<file path="src/gtp_pkg.sv">
// gtp_pkg: constants, fields and modes of the timer / pwm unit.
// assumes one 200 MHz clock; the 16 MHz source tick derives from it.
package gtp_pkg;
  localparam int NUM_TIMERS = 5;
  localparam int CNT_W = 16;
  localparam int PRE_W = 5;
  localparam int CTL_W = 14;
  localparam int MCLK_MHZ = 200;
  localparam int SRC_MHZ = 16;
  localparam int BASE_ACC_W = 9;
  localparam logic [BASE_ACC_W-1:0] BASE_INC = BASE_ACC_W'(SRC_MHZ);
  localparam logic [BASE_ACC_W-1:0] BASE_MOD = BASE_ACC_W'(MCLK_MHZ);
  localparam logic [PRE_W-1:0] PRE_MAX = 5'h10;
  // register map: byte address = timer * 0x20 + word * 4
  localparam int ADR_W = 8;
  localparam int TSEL_LSB = 5;
  localparam int RSEL_LSB = 2;
  localparam logic [2:0] REG_CTRL = 3'h0;
  localparam logic [2:0] REG_PRESCALE = 3'h1;
  localparam logic [2:0] REG_RISE = 3'h2;
  localparam logic [2:0] REG_FALL = 3'h3;
  localparam logic [2:0] REG_COUNT = 3'h4;
  localparam logic [2:0] REG_STATUS = 3'h5;
  // control word fields
  localparam int CTL_RUN = 0;
  localparam int CTL_MODE_LSB = 1;
  localparam int CTL_SINGLE = 4;
  localparam int CTL_GATE = 5;
  localparam int CTL_EDGE_LSB = 6;
  localparam int CTL_RTZ = 8;
  localparam int CTL_RISE_IE = 9;
  localparam int CTL_FALL_IE = 10;
  localparam int CTL_OUT_EN = 11;
  localparam int CTL_CKG_EN = 12;
  localparam int CTL_CAP_EN = 13;
  localparam int ST_RISE = 0;
  localparam int ST_FALL = 1;
  localparam logic [1:0] EDGE_RISE = 2'h1;
  localparam logic [1:0] EDGE_FALL = 2'h2;
  localparam logic [1:0] EDGE_BOTH = 2'h3;
  localparam logic [CNT_W-1:0] CNT_MAX = 16'hFFFF;
  localparam logic [CNT_W-1:0] CNT_ONE = 16'h0001;
  localparam logic [CNT_W-1:0] DS_SEED_RST = 16'hACE1;
  localparam logic [CNT_W-1:0] DS_TAPS = 16'hB400;

  typedef enum logic [2:0] {
    MODE_TIMER = 3'h0,
    MODE_COUNTER = 3'h1,
    MODE_PWM = 3'h2,
    MODE_CAPTURE = 3'h3,
    MODE_DSM = 3'h4
  } gtp_mode_t;

  function automatic logic gtp_reg_hit(input logic [ADR_W-1:0] adr, input int t,
                                       input logic [2:0] r);
    gtp_reg_hit = (adr[ADR_W-1:TSEL_LSB] == 3'(t)) && (adr[TSEL_LSB-1:RSEL_LSB] == r);
  endfunction

  function automatic logic [31:0] gtp_merge(input logic [31:0] old, input logic [31:0] d,
                                            input logic [3:0] sel);
    gtp_merge = old;
    for (int b = 0; b < 4; b++) begin
      if (sel[b]) gtp_merge[b*8 +: 8] = d[b*8 +: 8];
    end
  endfunction
endpackage

</file>
<file path="src/gtp_chan_if.sv">
// gtp_chan_if: per-timer link between the top, its prescaler and its delta-sigma stage.
// assumes all members are clocked by the same mclk.
`timescale 1ns/1ps
`default_nettype none
interface gtp_chan_if;
  logic base_tick;
  logic [gtp_pkg::PRE_W-1:0] prescale;
  logic tick;
  logic ds_run;
  logic ds_rtz;
  logic [gtp_pkg::CNT_W-1:0] ds_high;
  logic ds_out;
  modport ctl (output base_tick, prescale, ds_run, ds_rtz, ds_high, input tick, ds_out);
  modport pre (input base_tick, prescale, output tick);
  modport dsm (input tick, ds_run, ds_rtz, ds_high, output ds_out);
endinterface
`default_nettype wire

</file>
<file path="src/gtp_dsm.sv">
// gtp_dsm: delta-sigma pulse stream, nrz or rtz, one tick per pulse.
// assumes tick is a one-cycle pulse of the prescaled timer clock.
`timescale 1ns/1ps
`default_nettype none
module gtp_dsm (
  input wire logic mclk, // system clock
  input wire logic rst,  // synchronous reset
  input wire logic ce,   // clock enable
  gtp_chan_if.dsm ch     // run, mode, level in; pulse out
);
  typedef struct packed {
    logic [gtp_pkg::CNT_W-1:0] pos;
    logic [gtp_pkg::CNT_W-1:0] seed;
    logic phase;
    logic out;
  } gtp_dsm_state_t;

  gtp_dsm_state_t s;
  gtp_dsm_state_t next_s;
  logic [gtp_pkg::CNT_W-1:0] rev;

  always_comb begin
    next_s = s;
    for (int b = 0; b < gtp_pkg::CNT_W; b++) begin
      rev[b] = s.pos[gtp_pkg::CNT_W-1-b];
    end
    if (!ch.ds_run) begin
      next_s.pos = '0;
      next_s.phase = 1'b0;
      next_s.out = 1'b0;
    end else if (ch.tick) begin
      if (ch.ds_rtz && s.phase) begin
        next_s.out = 1'b0;
        next_s.phase = 1'b0;
      end else begin
        // xor with a per-cycle seed permutes slots, so the pulse count stays exact
        next_s.out = (rev ^ s.seed) < ch.ds_high;
        next_s.pos = s.pos + gtp_pkg::CNT_ONE;
        next_s.phase = ch.ds_rtz;
        if (s.pos == gtp_pkg::CNT_MAX) begin
          next_s.seed = {s.seed[gtp_pkg::CNT_W-2:0], ^(s.seed & gtp_pkg::DS_TAPS)};
        end
      end
    end
  end

  always_ff @(posedge mclk) begin
    if (rst) begin
      s <= '0;
      s.seed <= gtp_pkg::DS_SEED_RST;
    end else if (ce) begin
      s <= next_s;
    end
  end

  assign ch.ds_out = s.out;
endmodule // gtp_dsm
`default_nettype wire

</file>
<file path="src/gtp_prescale.sv">
// gtp_prescale: divides the 16 MHz base tick by two to the prescale setting.
// assumes base_tick is a one-cycle pulse; tick follows it by one cycle.
`timescale 1ns/1ps
`default_nettype none
module gtp_prescale (
  input wire logic mclk, // system clock
  input wire logic rst,  // synchronous reset
  input wire logic ce,   // clock enable
  gtp_chan_if.pre ch     // prescale setting in, tick out
);
  typedef struct packed {
    logic [gtp_pkg::CNT_W-1:0] cnt;
    logic tick;
  } gtp_pre_state_t;

  gtp_pre_state_t s;
  gtp_pre_state_t next_s;
  logic [gtp_pkg::PRE_W-1:0] eff;
  logic [gtp_pkg::CNT_W-1:0] lim;

  always_comb begin
    next_s = s;
    next_s.tick = 1'b0;
    // settings above 16 clamp
    eff = (ch.prescale > gtp_pkg::PRE_MAX) ? gtp_pkg::PRE_MAX : ch.prescale;
    lim = gtp_pkg::CNT_W'((17'h00001 << eff) - 17'h00001);
    if (ch.base_tick) begin
      if (eff == '0) begin
        next_s.tick = 1'b1;
      end else if (s.cnt >= lim) begin
        next_s.tick = 1'b1;
        next_s.cnt = '0;
      end else begin
        next_s.cnt = s.cnt + gtp_pkg::CNT_ONE;
      end
    end
  end

  always_ff @(posedge mclk) begin
    if (rst) begin
      s <= '0;
    end else if (ce) begin
      s <= next_s;
    end
  end

  assign ch.tick = s.tick;
endmodule // gtp_prescale
`default_nettype wire

</file>
<file path="src/gtp_top.sv">
// gtp_top: general timer plus four pwm-only timers behind a wishbone slave.
// assumes pins synchronous to mclk and a classic single-cycle bus master.
//
// Operation
// - Timer source is a 16 MHz tick from the system clock.
// - Prescale zero passes source tick; 1..16 divides by two to that power.
// - Each timer: 16-bit up-counter, rise and fall compare registers.
// - Gating on: timer 0 holds its count while the gate pin is high.
// - Counter equal to rise or fall value can raise a request.
// - PWM output rises on rise match and falls on fall match.
// - PWM: single-shot pulse or continuous train of programmed period.
// - Continuous mode clears the counter at fall match and restarts.
// - New rise and fall values apply only after the current cycle.
// - Waveform drives its pin only while that output driver is enabled.
// - Capture copies counter to rise on rising edges, fall on falling edges.
// - Captures count from start; later edges overwrite earlier values.
// - Reading the capture registers stops the counter.
// - Timer mode runs once or repeatedly, fall match flags at period value.
// - Event counter counts gate-pin edges, flags at the fall count.
// - Event edges selectable: rising only, falling only, or both.
// - Each delta-sigma pulse lasts exactly one timer clock period.
// - NRZ delta-sigma: high for the high-register count of clocks per 2^16.
// - Delta-sigma pulses pseudo-randomly spread and differ cycle to cycle.
// - RTZ delta-sigma: low every other clock, conversion lasts 2^17 clocks.
// - PWM-only timers lack counter and capture modes and external gating.
// - Each external timer pin has its own enable.
//
// The Wishbone register port and the register offsets are this design's own decisions.
`timescale 1ns/1ps
`default_nettype none
module gtp_top (
  input wire logic mclk,                    // system clock, 200 MHz
  input wire logic rst,                     // synchronous reset, active high
  input wire logic ce,                      // clock enable, freezes all state when low
  input wire logic wb_cyc_i,                // wishbone cycle
  input wire logic wb_stb_i,                // wishbone strobe
  input wire logic wb_we_i,                 // wishbone write enable
  input wire logic [7:0] wb_adr_i,          // wishbone byte address
  input wire logic [3:0] wb_sel_i,          // wishbone byte selects
  input wire logic [31:0] wb_dat_i,         // wishbone write data
  output logic [31:0] wb_dat_o,             // wishbone read data
  output logic wb_ack_o,                    // wishbone acknowledge
  input wire logic timer_clock_gate_input,  // event clock or gate pin
  input wire logic timer_capture_input,     // capture pin
  output logic timer_waveform_output,       // general timer waveform
  output logic timer_waveform_output_oe_n,  // low while driving
  output logic pwm_output_one,              // pwm timer 1
  output logic pwm_output_one_oe_n,         // low while driving
  output logic pwm_output_two,              // pwm timer 2
  output logic pwm_output_two_oe_n,         // low while driving
  output logic pwm_output_three,            // pwm timer 3
  output logic pwm_output_three_oe_n,       // low while driving
  output logic pwm_output_four,             // pwm timer 4
  output logic pwm_output_four_oe_n,        // low while driving
  output logic [4:0] timer_event_req        // per-timer request, any enabled flag set
);
  localparam int NT = gtp_pkg::NUM_TIMERS;
  localparam int CW = gtp_pkg::CNT_W;

  typedef struct packed {
    logic [gtp_pkg::BASE_ACC_W-1:0] base_acc;
    logic base_tick;
    logic [NT-1:0][gtp_pkg::CTL_W-1:0] ctrl;
    logic [NT-1:0][gtp_pkg::PRE_W-1:0] pre;
    logic [NT-1:0][CW-1:0] rise;
    logic [NT-1:0][CW-1:0] fall;
    logic [NT-1:0][CW-1:0] rise_act;
    logic [NT-1:0][CW-1:0] fall_act;
    logic [NT-1:0][CW-1:0] count;
    logic [NT-1:0] run;
    logic [NT-1:0] wave;
    logic [NT-1:0] pin;
    logic [NT-1:0] pin_oe_n;
    logic [NT-1:0] st_rise;
    logic [NT-1:0] st_fall;
    logic [NT-1:0] req;
    logic gate_q;
    logic cap_q;
    logic ack;
    logic [31:0] rdata;
  } gtp_top_state_t;

  gtp_top_state_t s;
  gtp_top_state_t next_s;

  logic [NT-1:0] pre_tick;
  logic [NT-1:0] ds_out;
  logic [gtp_pkg::BASE_ACC_W-1:0] acc_sum;
  logic hit;
  logic mapped;
  logic wr_now;
  logic rd_now;
  logic [2:0] tsel;
  logic [2:0] rsel;
  logic [31:0] rd_word;
  logic [31:0] wr_word;
  gtp_pkg::gtp_mode_t mode;
  logic [gtp_pkg::CTL_W-1:0] c;
  logic tick;
  logic gated;
  logic gate_in;
  logic cap_in;
  logic ev_rise;
  logic ev_fall;
  logic rm;
  logic fm;
  logic [CW-1:0] nc;
  logic [1:0] edge_sel;

  genvar gi;
  generate
    for (gi = 0; gi < NT; gi++) begin : g_chan
      gtp_chan_if ch ();
      assign ch.base_tick = s.base_tick;
      assign ch.prescale = s.pre[gi];
      assign ch.ds_run = s.run[gi] && (s.ctrl[gi][gtp_pkg::CTL_MODE_LSB +: 3] ==
                                       gtp_pkg::MODE_DSM);
      assign ch.ds_rtz = s.ctrl[gi][gtp_pkg::CTL_RTZ];
      assign ch.ds_high = s.rise[gi];
      assign pre_tick[gi] = ch.tick;
      assign ds_out[gi] = ch.ds_out;
      gtp_prescale u_pre (
        .mclk(mclk),
        .rst(rst),
        .ce(ce),
        .ch(ch)
      );
      gtp_dsm u_dsm (
        .mclk(mclk),
        .rst(rst),
        .ce(ce),
        .ch(ch)
      );
    end
  endgenerate

  always_comb begin
    next_s = s;
    mode = gtp_pkg::MODE_TIMER;
    c = '0;
    tick = 1'b0;
    gated = 1'b0;
    rm = 1'b0;
    fm = 1'b0;
    nc = '0;
    edge_sel = '0;
    wr_word = '0;
    // 16 base ticks per 200 clocks, spaced 12 or 13 apart
    acc_sum = s.base_acc + gtp_pkg::BASE_INC;
    next_s.base_tick = 1'b0;
    if (acc_sum >= gtp_pkg::BASE_MOD) begin
      next_s.base_acc = acc_sum - gtp_pkg::BASE_MOD;
      next_s.base_tick = 1'b1;
    end else begin
      next_s.base_acc = acc_sum;
    end

    // ack one cycle after the request; writes land at the ack edge
    hit = wb_cyc_i && wb_stb_i;
    tsel = wb_adr_i[gtp_pkg::ADR_W-1:gtp_pkg::TSEL_LSB];
    rsel = wb_adr_i[gtp_pkg::TSEL_LSB-1:gtp_pkg::RSEL_LSB];
    mapped = (tsel < 3'(NT)) && (rsel <= gtp_pkg::REG_STATUS);
    wr_now = hit && s.ack && wb_we_i && mapped;
    rd_now = hit && s.ack && !wb_we_i && mapped;
    next_s.ack = hit && !s.ack;
    rd_word = '0;
    if (hit && !s.ack && !wb_we_i && mapped) begin
      unique case (rsel)
        gtp_pkg::REG_CTRL: begin
          rd_word = 32'(s.ctrl[tsel]);
          rd_word[gtp_pkg::CTL_RUN] = s.run[tsel];
        end
        gtp_pkg::REG_PRESCALE: rd_word = 32'(s.pre[tsel]);
        gtp_pkg::REG_RISE: rd_word = 32'(s.rise[tsel]);
        gtp_pkg::REG_FALL: rd_word = 32'(s.fall[tsel]);
        gtp_pkg::REG_COUNT: rd_word = 32'(s.count[tsel]);
        default: rd_word = 32'({s.st_fall[tsel], s.st_rise[tsel]});
      endcase
    end
    next_s.rdata = rd_word;

    next_s.gate_q = timer_clock_gate_input;
    next_s.cap_q = timer_capture_input;
    // input pins reach timer 0 only, each behind its enable
    gate_in = s.ctrl[0][gtp_pkg::CTL_CKG_EN] && timer_clock_gate_input;
    cap_in = s.ctrl[0][gtp_pkg::CTL_CAP_EN] && timer_capture_input;

    for (int t = 0; t < NT; t++) begin
      c = s.ctrl[t];
      mode = gtp_pkg::gtp_mode_t'(c[gtp_pkg::CTL_MODE_LSB +: 3]);
      edge_sel = c[gtp_pkg::CTL_EDGE_LSB +: 2];
      ev_rise = gate_in && !(s.gate_q && c[gtp_pkg::CTL_CKG_EN]);
      ev_fall = !gate_in && s.gate_q && c[gtp_pkg::CTL_CKG_EN];
      if (mode == gtp_pkg::MODE_COUNTER) begin
        tick = (t == 0) && (((edge_sel == gtp_pkg::EDGE_RISE) && ev_rise) ||
                            ((edge_sel == gtp_pkg::EDGE_FALL) && ev_fall) ||
                            ((edge_sel == gtp_pkg::EDGE_BOTH) && (ev_rise || ev_fall)));
      end else begin
        tick = pre_tick[t];
      end
      gated = (t == 0) && c[gtp_pkg::CTL_GATE] && gate_in && (mode != gtp_pkg::MODE_COUNTER);
      rm = 1'b0;
      fm = 1'b0;
      nc = s.count[t] + gtp_pkg::CNT_ONE;
      if (s.run[t] && tick && !gated) begin
        unique case (mode)
          gtp_pkg::MODE_COUNTER: begin
            rm = (nc == s.rise_act[t]);
            fm = (nc == s.fall_act[t]);
            next_s.count[t] = nc;
            if (fm) begin
              if (c[gtp_pkg::CTL_SINGLE]) begin
                next_s.run[t] = 1'b0;
              end else begin
                next_s.count[t] = '0;
              end
            end
          end
          gtp_pkg::MODE_CAPTURE: begin
            if (t == 0) next_s.count[t] = nc;
          end
          gtp_pkg::MODE_TIMER, gtp_pkg::MODE_PWM: begin
            rm = (s.count[t] == s.rise_act[t]);
            fm = (s.count[t] == s.fall_act[t]);
            if (rm) next_s.wave[t] = 1'b1;
            if (fm) begin
              next_s.wave[t] = 1'b0;
              if (c[gtp_pkg::CTL_SINGLE]) begin
                next_s.run[t] = 1'b0;
              end else begin
                next_s.count[t] = '0;
                next_s.rise_act[t] = s.rise[t];
                next_s.fall_act[t] = s.fall[t];
              end
            end else begin
              next_s.count[t] = nc;
            end
          end
          default: begin
          end
        endcase
      end
      // software writes below win over capture
      if ((t == 0) && s.run[t] && (mode == gtp_pkg::MODE_CAPTURE)) begin
        if (cap_in && !(s.cap_q && c[gtp_pkg::CTL_CAP_EN])) next_s.rise[t] = s.count[t];
        if (!cap_in && s.cap_q && c[gtp_pkg::CTL_CAP_EN]) next_s.fall[t] = s.count[t];
        if (rd_now && (gtp_pkg::gtp_reg_hit(wb_adr_i, t, gtp_pkg::REG_RISE) ||
                       gtp_pkg::gtp_reg_hit(wb_adr_i, t, gtp_pkg::REG_FALL))) begin
          next_s.run[t] = 1'b0;
        end
      end

      if (wr_now && gtp_pkg::gtp_reg_hit(wb_adr_i, t, gtp_pkg::REG_CTRL)) begin
        wr_word = gtp_pkg::gtp_merge(32'(s.ctrl[t]), wb_dat_i, wb_sel_i);
        next_s.ctrl[t] = wr_word[gtp_pkg::CTL_W-1:0];
        if (t != 0) begin
          next_s.ctrl[t][gtp_pkg::CTL_GATE] = 1'b0;
          next_s.ctrl[t][gtp_pkg::CTL_CKG_EN] = 1'b0;
          next_s.ctrl[t][gtp_pkg::CTL_CAP_EN] = 1'b0;
        end
        next_s.run[t] = wr_word[gtp_pkg::CTL_RUN];
        if (wr_word[gtp_pkg::CTL_RUN]) begin
          next_s.count[t] = '0;
          next_s.wave[t] = 1'b0;
          next_s.rise_act[t] = s.rise[t];
          next_s.fall_act[t] = s.fall[t];
        end
      end
      if (wr_now && gtp_pkg::gtp_reg_hit(wb_adr_i, t, gtp_pkg::REG_PRESCALE)) begin
        wr_word = gtp_pkg::gtp_merge(32'(s.pre[t]), wb_dat_i, wb_sel_i);
        next_s.pre[t] = wr_word[gtp_pkg::PRE_W-1:0];
      end
      if (wr_now && gtp_pkg::gtp_reg_hit(wb_adr_i, t, gtp_pkg::REG_RISE)) begin
        wr_word = gtp_pkg::gtp_merge(32'(s.rise[t]), wb_dat_i, wb_sel_i);
        next_s.rise[t] = wr_word[CW-1:0];
      end
      if (wr_now && gtp_pkg::gtp_reg_hit(wb_adr_i, t, gtp_pkg::REG_FALL)) begin
        wr_word = gtp_pkg::gtp_merge(32'(s.fall[t]), wb_dat_i, wb_sel_i);
        next_s.fall[t] = wr_word[CW-1:0];
      end
      // write one to clear; a same-cycle match wins
      wr_word = '0;
      if (wr_now && gtp_pkg::gtp_reg_hit(wb_adr_i, t, gtp_pkg::REG_STATUS)) begin
        wr_word = wb_sel_i[0] ? wb_dat_i : '0;
      end
      next_s.st_rise[t] = (s.st_rise[t] && !wr_word[gtp_pkg::ST_RISE]) ||
                          (rm && c[gtp_pkg::CTL_RISE_IE]);
      next_s.st_fall[t] = (s.st_fall[t] && !wr_word[gtp_pkg::ST_FALL]) ||
                          (fm && c[gtp_pkg::CTL_FALL_IE]);
      next_s.req[t] = next_s.st_rise[t] || next_s.st_fall[t];

      // released pin reads low
      next_s.pin_oe_n[t] = !c[gtp_pkg::CTL_OUT_EN];
      if (!c[gtp_pkg::CTL_OUT_EN]) begin
        next_s.pin[t] = 1'b0;
      end else if (mode == gtp_pkg::MODE_DSM) begin
        next_s.pin[t] = ds_out[t];
      end else begin
        next_s.pin[t] = s.wave[t];
      end
    end
  end

  always_ff @(posedge mclk) begin
    if (rst) begin
      s <= '0;
      s.pin_oe_n <= '1;
    end else if (ce) begin
      s <= next_s;
    end
  end

  assign wb_dat_o = s.rdata;
  assign wb_ack_o = s.ack;
  assign timer_waveform_output = s.pin[0];
  assign timer_waveform_output_oe_n = s.pin_oe_n[0];
  assign pwm_output_one = s.pin[1];
  assign pwm_output_one_oe_n = s.pin_oe_n[1];
  assign pwm_output_two = s.pin[2];
  assign pwm_output_two_oe_n = s.pin_oe_n[2];
  assign pwm_output_three = s.pin[3];
  assign pwm_output_three_oe_n = s.pin_oe_n[3];
  assign pwm_output_four = s.pin[4];
  assign pwm_output_four_oe_n = s.pin_oe_n[4];
  assign timer_event_req = s.req;
endmodule // gtp_top
`default_nettype wire

</file>
<file path="config.mk">
export PLATFORM = sky130hd
export DESIGN_NAME = gtp_top
export DESIGN_NICKNAME = d
export VERILOG_FILES = /design/src/gtp_pkg.sv /design/src/gtp_chan_if.sv /design/src/gtp_dsm.sv /design/src/gtp_prescale.sv /design/src/gtp_top.sv
export SDC_FILE = /design/constraint.sdc
export NUM_CORES = 2
export LEC_CHECK = 0
export ABC_AREA = 1
export BUFFER_PORTS_ARGS = -buffer_cell sky130_fd_sc_hd__buf_2
export CAP_MARGIN = 20
export CORE_MARGIN = 1
export CORE_UTILIZATION = 30
export DETAILED_ROUTE_END_ITERATION = 7
export GPL_TIMING_DRIVEN = 0
export HOLD_SLACK_MARGIN = 0.12
export PLACE_DENSITY = 0.52
export SLEW_MARGIN = 25
export SYNTH_ARGS = -nofsm -noshare
export SYNTH_HDL_FRONTEND = slang
export SYNTH_SLANG_ARGS = --single-unit
</file>
<file path="constraint.sdc">
create_clock -name mclk -period 4 [get_ports mclk]
set_input_delay 0.8 -clock mclk [delete_from_list [all_inputs] [get_ports mclk]]
set_output_delay 0.8 -clock mclk [all_outputs]
set_load 0.005 [all_outputs]
</file>
==> metrics <==
status completed; pre-CTS setup slack -445 ps; EDFF count, synth 0; initial core utilization 0.303; endpoint class of the critical path flop; CTS tree yes; most frequent cell after synthesis nand2_1; area delta synth->final 13.9%; drt total wl 229,000 um; setup slack after layout between 15 and 20 ps; Fmax 0.251 GHz; crit start category primary input; CP startpoint wb_adr_i[6]; Critical Path End wb_dat_o[4]$_SDFFE_PP0P_; Clock Skew 72.6 ps; cts bufs inserted 96; most used cell along the critical path o21ai_0; DRC Markers 0; die span in x 403 um; Initial DRC Count ~5,700; ys flop type dfxtp_1; clk_lat worst skew 770 ps; clock root buffer clkbuf_16; Rel. slew slack 0.171; Leak 21.7 nW; P_int 0.0138 W; antenna violations before repair 22; fraction of layout cells with a size suffix above 1 0.0751; reg2reg end s[259]$_SDFFE_PP0P_; Post-Syn Instances 7,213; Peak VDD IR 0.345 mV; unrepaired setup endpoints after global routing no; vias in the first global route around 46,000; Least-Margin Pin Slew 1240 ps; CP cell instances buf_2 -> nor2_2 -> inv_2 -> buf_2 -> buf_1 -> o22ai_1 -> o21ai_0 -> o21ai_0 -> nand2_1 -> nand3_1 -> o21ai_0 -> a21oi_1; I/O Pins 100; Ys Warns 0; Cells after DPL 9,361; R2R Setup Slk 260 ps; post-synthesis sequential area ratio 0.332; FF+latch count, synth 799; final setup fails 0; max incr delay on CP 870 ps; Layout Nets approximately 7,600; Sw Ratio 0.258; most frequent cells after synthesis nand2_1, dfxtp_1, inv_1; Mapped Area approximately 48,000 um^2; Fin Hold WS ~410 ps; Slowest cell on crit path buf_1; clk slew on worst S/H paths 60 ps; startpoint of the worst hold path wb_dat_i[14]; min cycle time layout 3980 ps; fin area 54,900 um^2; Psw 0.00480 W; clock net sink count 799; Worst EP required 4600 ps; DR WL/cell 23.9 um; Max-Cap Viols 0; post-CTS setup buffer count 0; crit path kind primary input to flop; share of the synthesized area in the top cell type 0.332; first-pass iteration count of the detailed router 6; first-pass GRT wire length 324,000 um; largest net degree at the start of global routing 17; pwr/cell area 338 nW/um^2; worst hold path class primary input to flop; cell taking the most area after synthesis dfxtp_1; Reg-to-Reg Start s[510]$_SDFFE_PP0P_; Die ar. between 150,000 and 200,000 um^2; DR vias/cell 5.35; cts hold-fix bufs 0; largest cells by area after synthesis dfxtp_1, nand2_1, inv_1, o21ai_0, a21oi_1; Clock Tree Buf Depth 3; Final Hold Viols 0; chip height about 400 um; syn avg cell area around 6.7 um^2; Logic pwr share 0.051; antenna-violating nets left 0; Core Box Area ~160,000 um^2; CP Max Fanout 10; Port Buf Inserts 53; row count 146; non-filler cells, final ~9,600; CP arrival 4580 ps; placed inst area 51,400 um^2; placer congestion estimate 1.07; sequential group share of total power 0.430; Vias 51,086; htree depth 3; Slew Limit Fails 0; GRT overflow 0; ratio of final minimum period to clock period 0.995; dpl hpwl 181,000 um; share of total power in the clock network 0.519; R2R depth 9; Power, Total 0.0186 W; GRT Util Overall 0.272; Netlist cell types 68; post-synthesis async set-or-reset flop share 0
[final cells by class]
| type | count | area, um^2 |
|---|---|---|
| buffer | 353 | 1740 |
| sequential | 799 | 16000 |
| antenna | 14 | 35.0 |
| tap | 2072 | 2590 |
| clock inverter | 34 | 576 |
| timing repair buffer | 61 | 450 |
| multi-input combinational | 5242 | 27500 |
| fill | 17512 | 104000 |
| inverter | 833 | 3130 |
| clock buffer | 146 | 2880 |
[cell usage in the layout (no fill, tap or decap), types with 12 or more instances in the layout]
cell type,synthesis,final
xnor2_1,126,126
xor2_1,210,210
clkbuf_2,1,34
buf_4,55,55
nor3_1,161,156
nor4_1,34,34
clkbuf_16,0,96
inv_1,795,795
clkbuf_8,0,29
conb_1,1,16
nor2_1,728,723
clkbuf_1,216,201
nand4_1,130,130
nor3_2,15,20
ha_1,179,179
a211oi_2,30,30
a211oi_1,110,110
nor2_2,28,32
nand3_1,312,311
clkinv_2,0,12
o21ai_1,22,22
o21ai_0,590,586
o22ai_1,96,96
or2_2,13,13
a21oi_1,585,584
o211ai_1,34,34
nand2_2,17,17
inv_2,30,30
a31oi_1,33,33
diode_2,0,14
nand2_1,1633,1633
dfxtp_1,799,798
a22oi_1,17,17
nand3b_1,17,17
buf_2,64,117
[sequential cells by signal, indices dropped and copies added, names as in the netlist, 4 cells and up]
register and count:
c 11, g_chan.u_dsm.ch.ds_out 5, g_chan.u_pre.ch.tick 5, g_chan.u_dsm.rev 80, timer_event_req 5, g_chan.ch.prescale 25
g_chan.u_pre.s 80, g_chan.ch.ds_rtz 4, g_chan.u_dsm.s 85, s 391, g_chan.ch.ds_high 80, wb_dat_o 16
[timing repair]
item	in CTS	in global routing
resized for setup	10	24
endpoints found under the setup margin	43	64
endpoints found under the hold margin	0	0
[power groups by stage]
stage | Combinational [W] | Clock, W | Sequential [W]
6_report | 0.000954 | 0.00963 | 0.00799
5_1_grt | 0.000953 | 0.0100 | 0.00799
4_1_cts | 0.000904 | 0.00972 | 0.00799
3_5_place_dp | 0.000901 | 0 | 0.00817
3_3_place_gp | 0.000875 | 0 | 0.00817
2_1_floorplan | 0.000384 | 0 | 0.00816
[per-stage QoR]
stage,TNS (ps),util
floorplan,0,-
global placement,-225390,0.322
detailed placement,-36430,0.323
CTS,0,0.345
global route,0,0.346
finish,0,0.346
[cell families (layout without fill, tap and decap cells)]
| family | Yosys count | count (layout) | share of synthesized area |
|---|---|---|---|
| and+or+nand+nor | 3133 | 3133 | 0.275 |
| AOI/OAI and AO/OA | 1577 | 1577 | 0.185 |
| buffers and inverters | 1187 | 1427 | 0.0999 |
| DFF | 799 | 799 | 0.332 |
| xor gates and xnor gates | 337 | 337 | 0.0614 |
| adders and majority gates | 179 | 179 | 0.0464 |
| other | 1 | 30 | 0.0000778 |
[worst max-delay path, delay by kind of cell]
| family | cells | cell delay [ps] |
|---|---|---|
| buf+inv | 4 | 1440 |
| compound gates | 5 | 1920 |
| simple gates | 3 | 400 |
[how the worst min path moves through the flow]
stage,to,slack (ps),depth (start not counted)
after floorplan,c[7]$_SDFFE_PP0P_,420,2
after global placement,c[7]$_SDFFE_PP0P_,440,2
after detailed placement,c[7]$_SDFFE_PP0P_,440,2
after CTS,s[324]$_SDFFE_PP0P_,360,3
after global routing,s[324]$_SDFFE_PP0P_,390,3
final,s[324]$_SDFFE_PP0P_,410,3
[routing by layer]
metal	wire length (um)	GRT usage
met4	12400	0.132
met1	100000	0.373
met3	20400	0.0514
met5	55	0
met2	95500	0.407
Power figures use the tool's default switching activity.
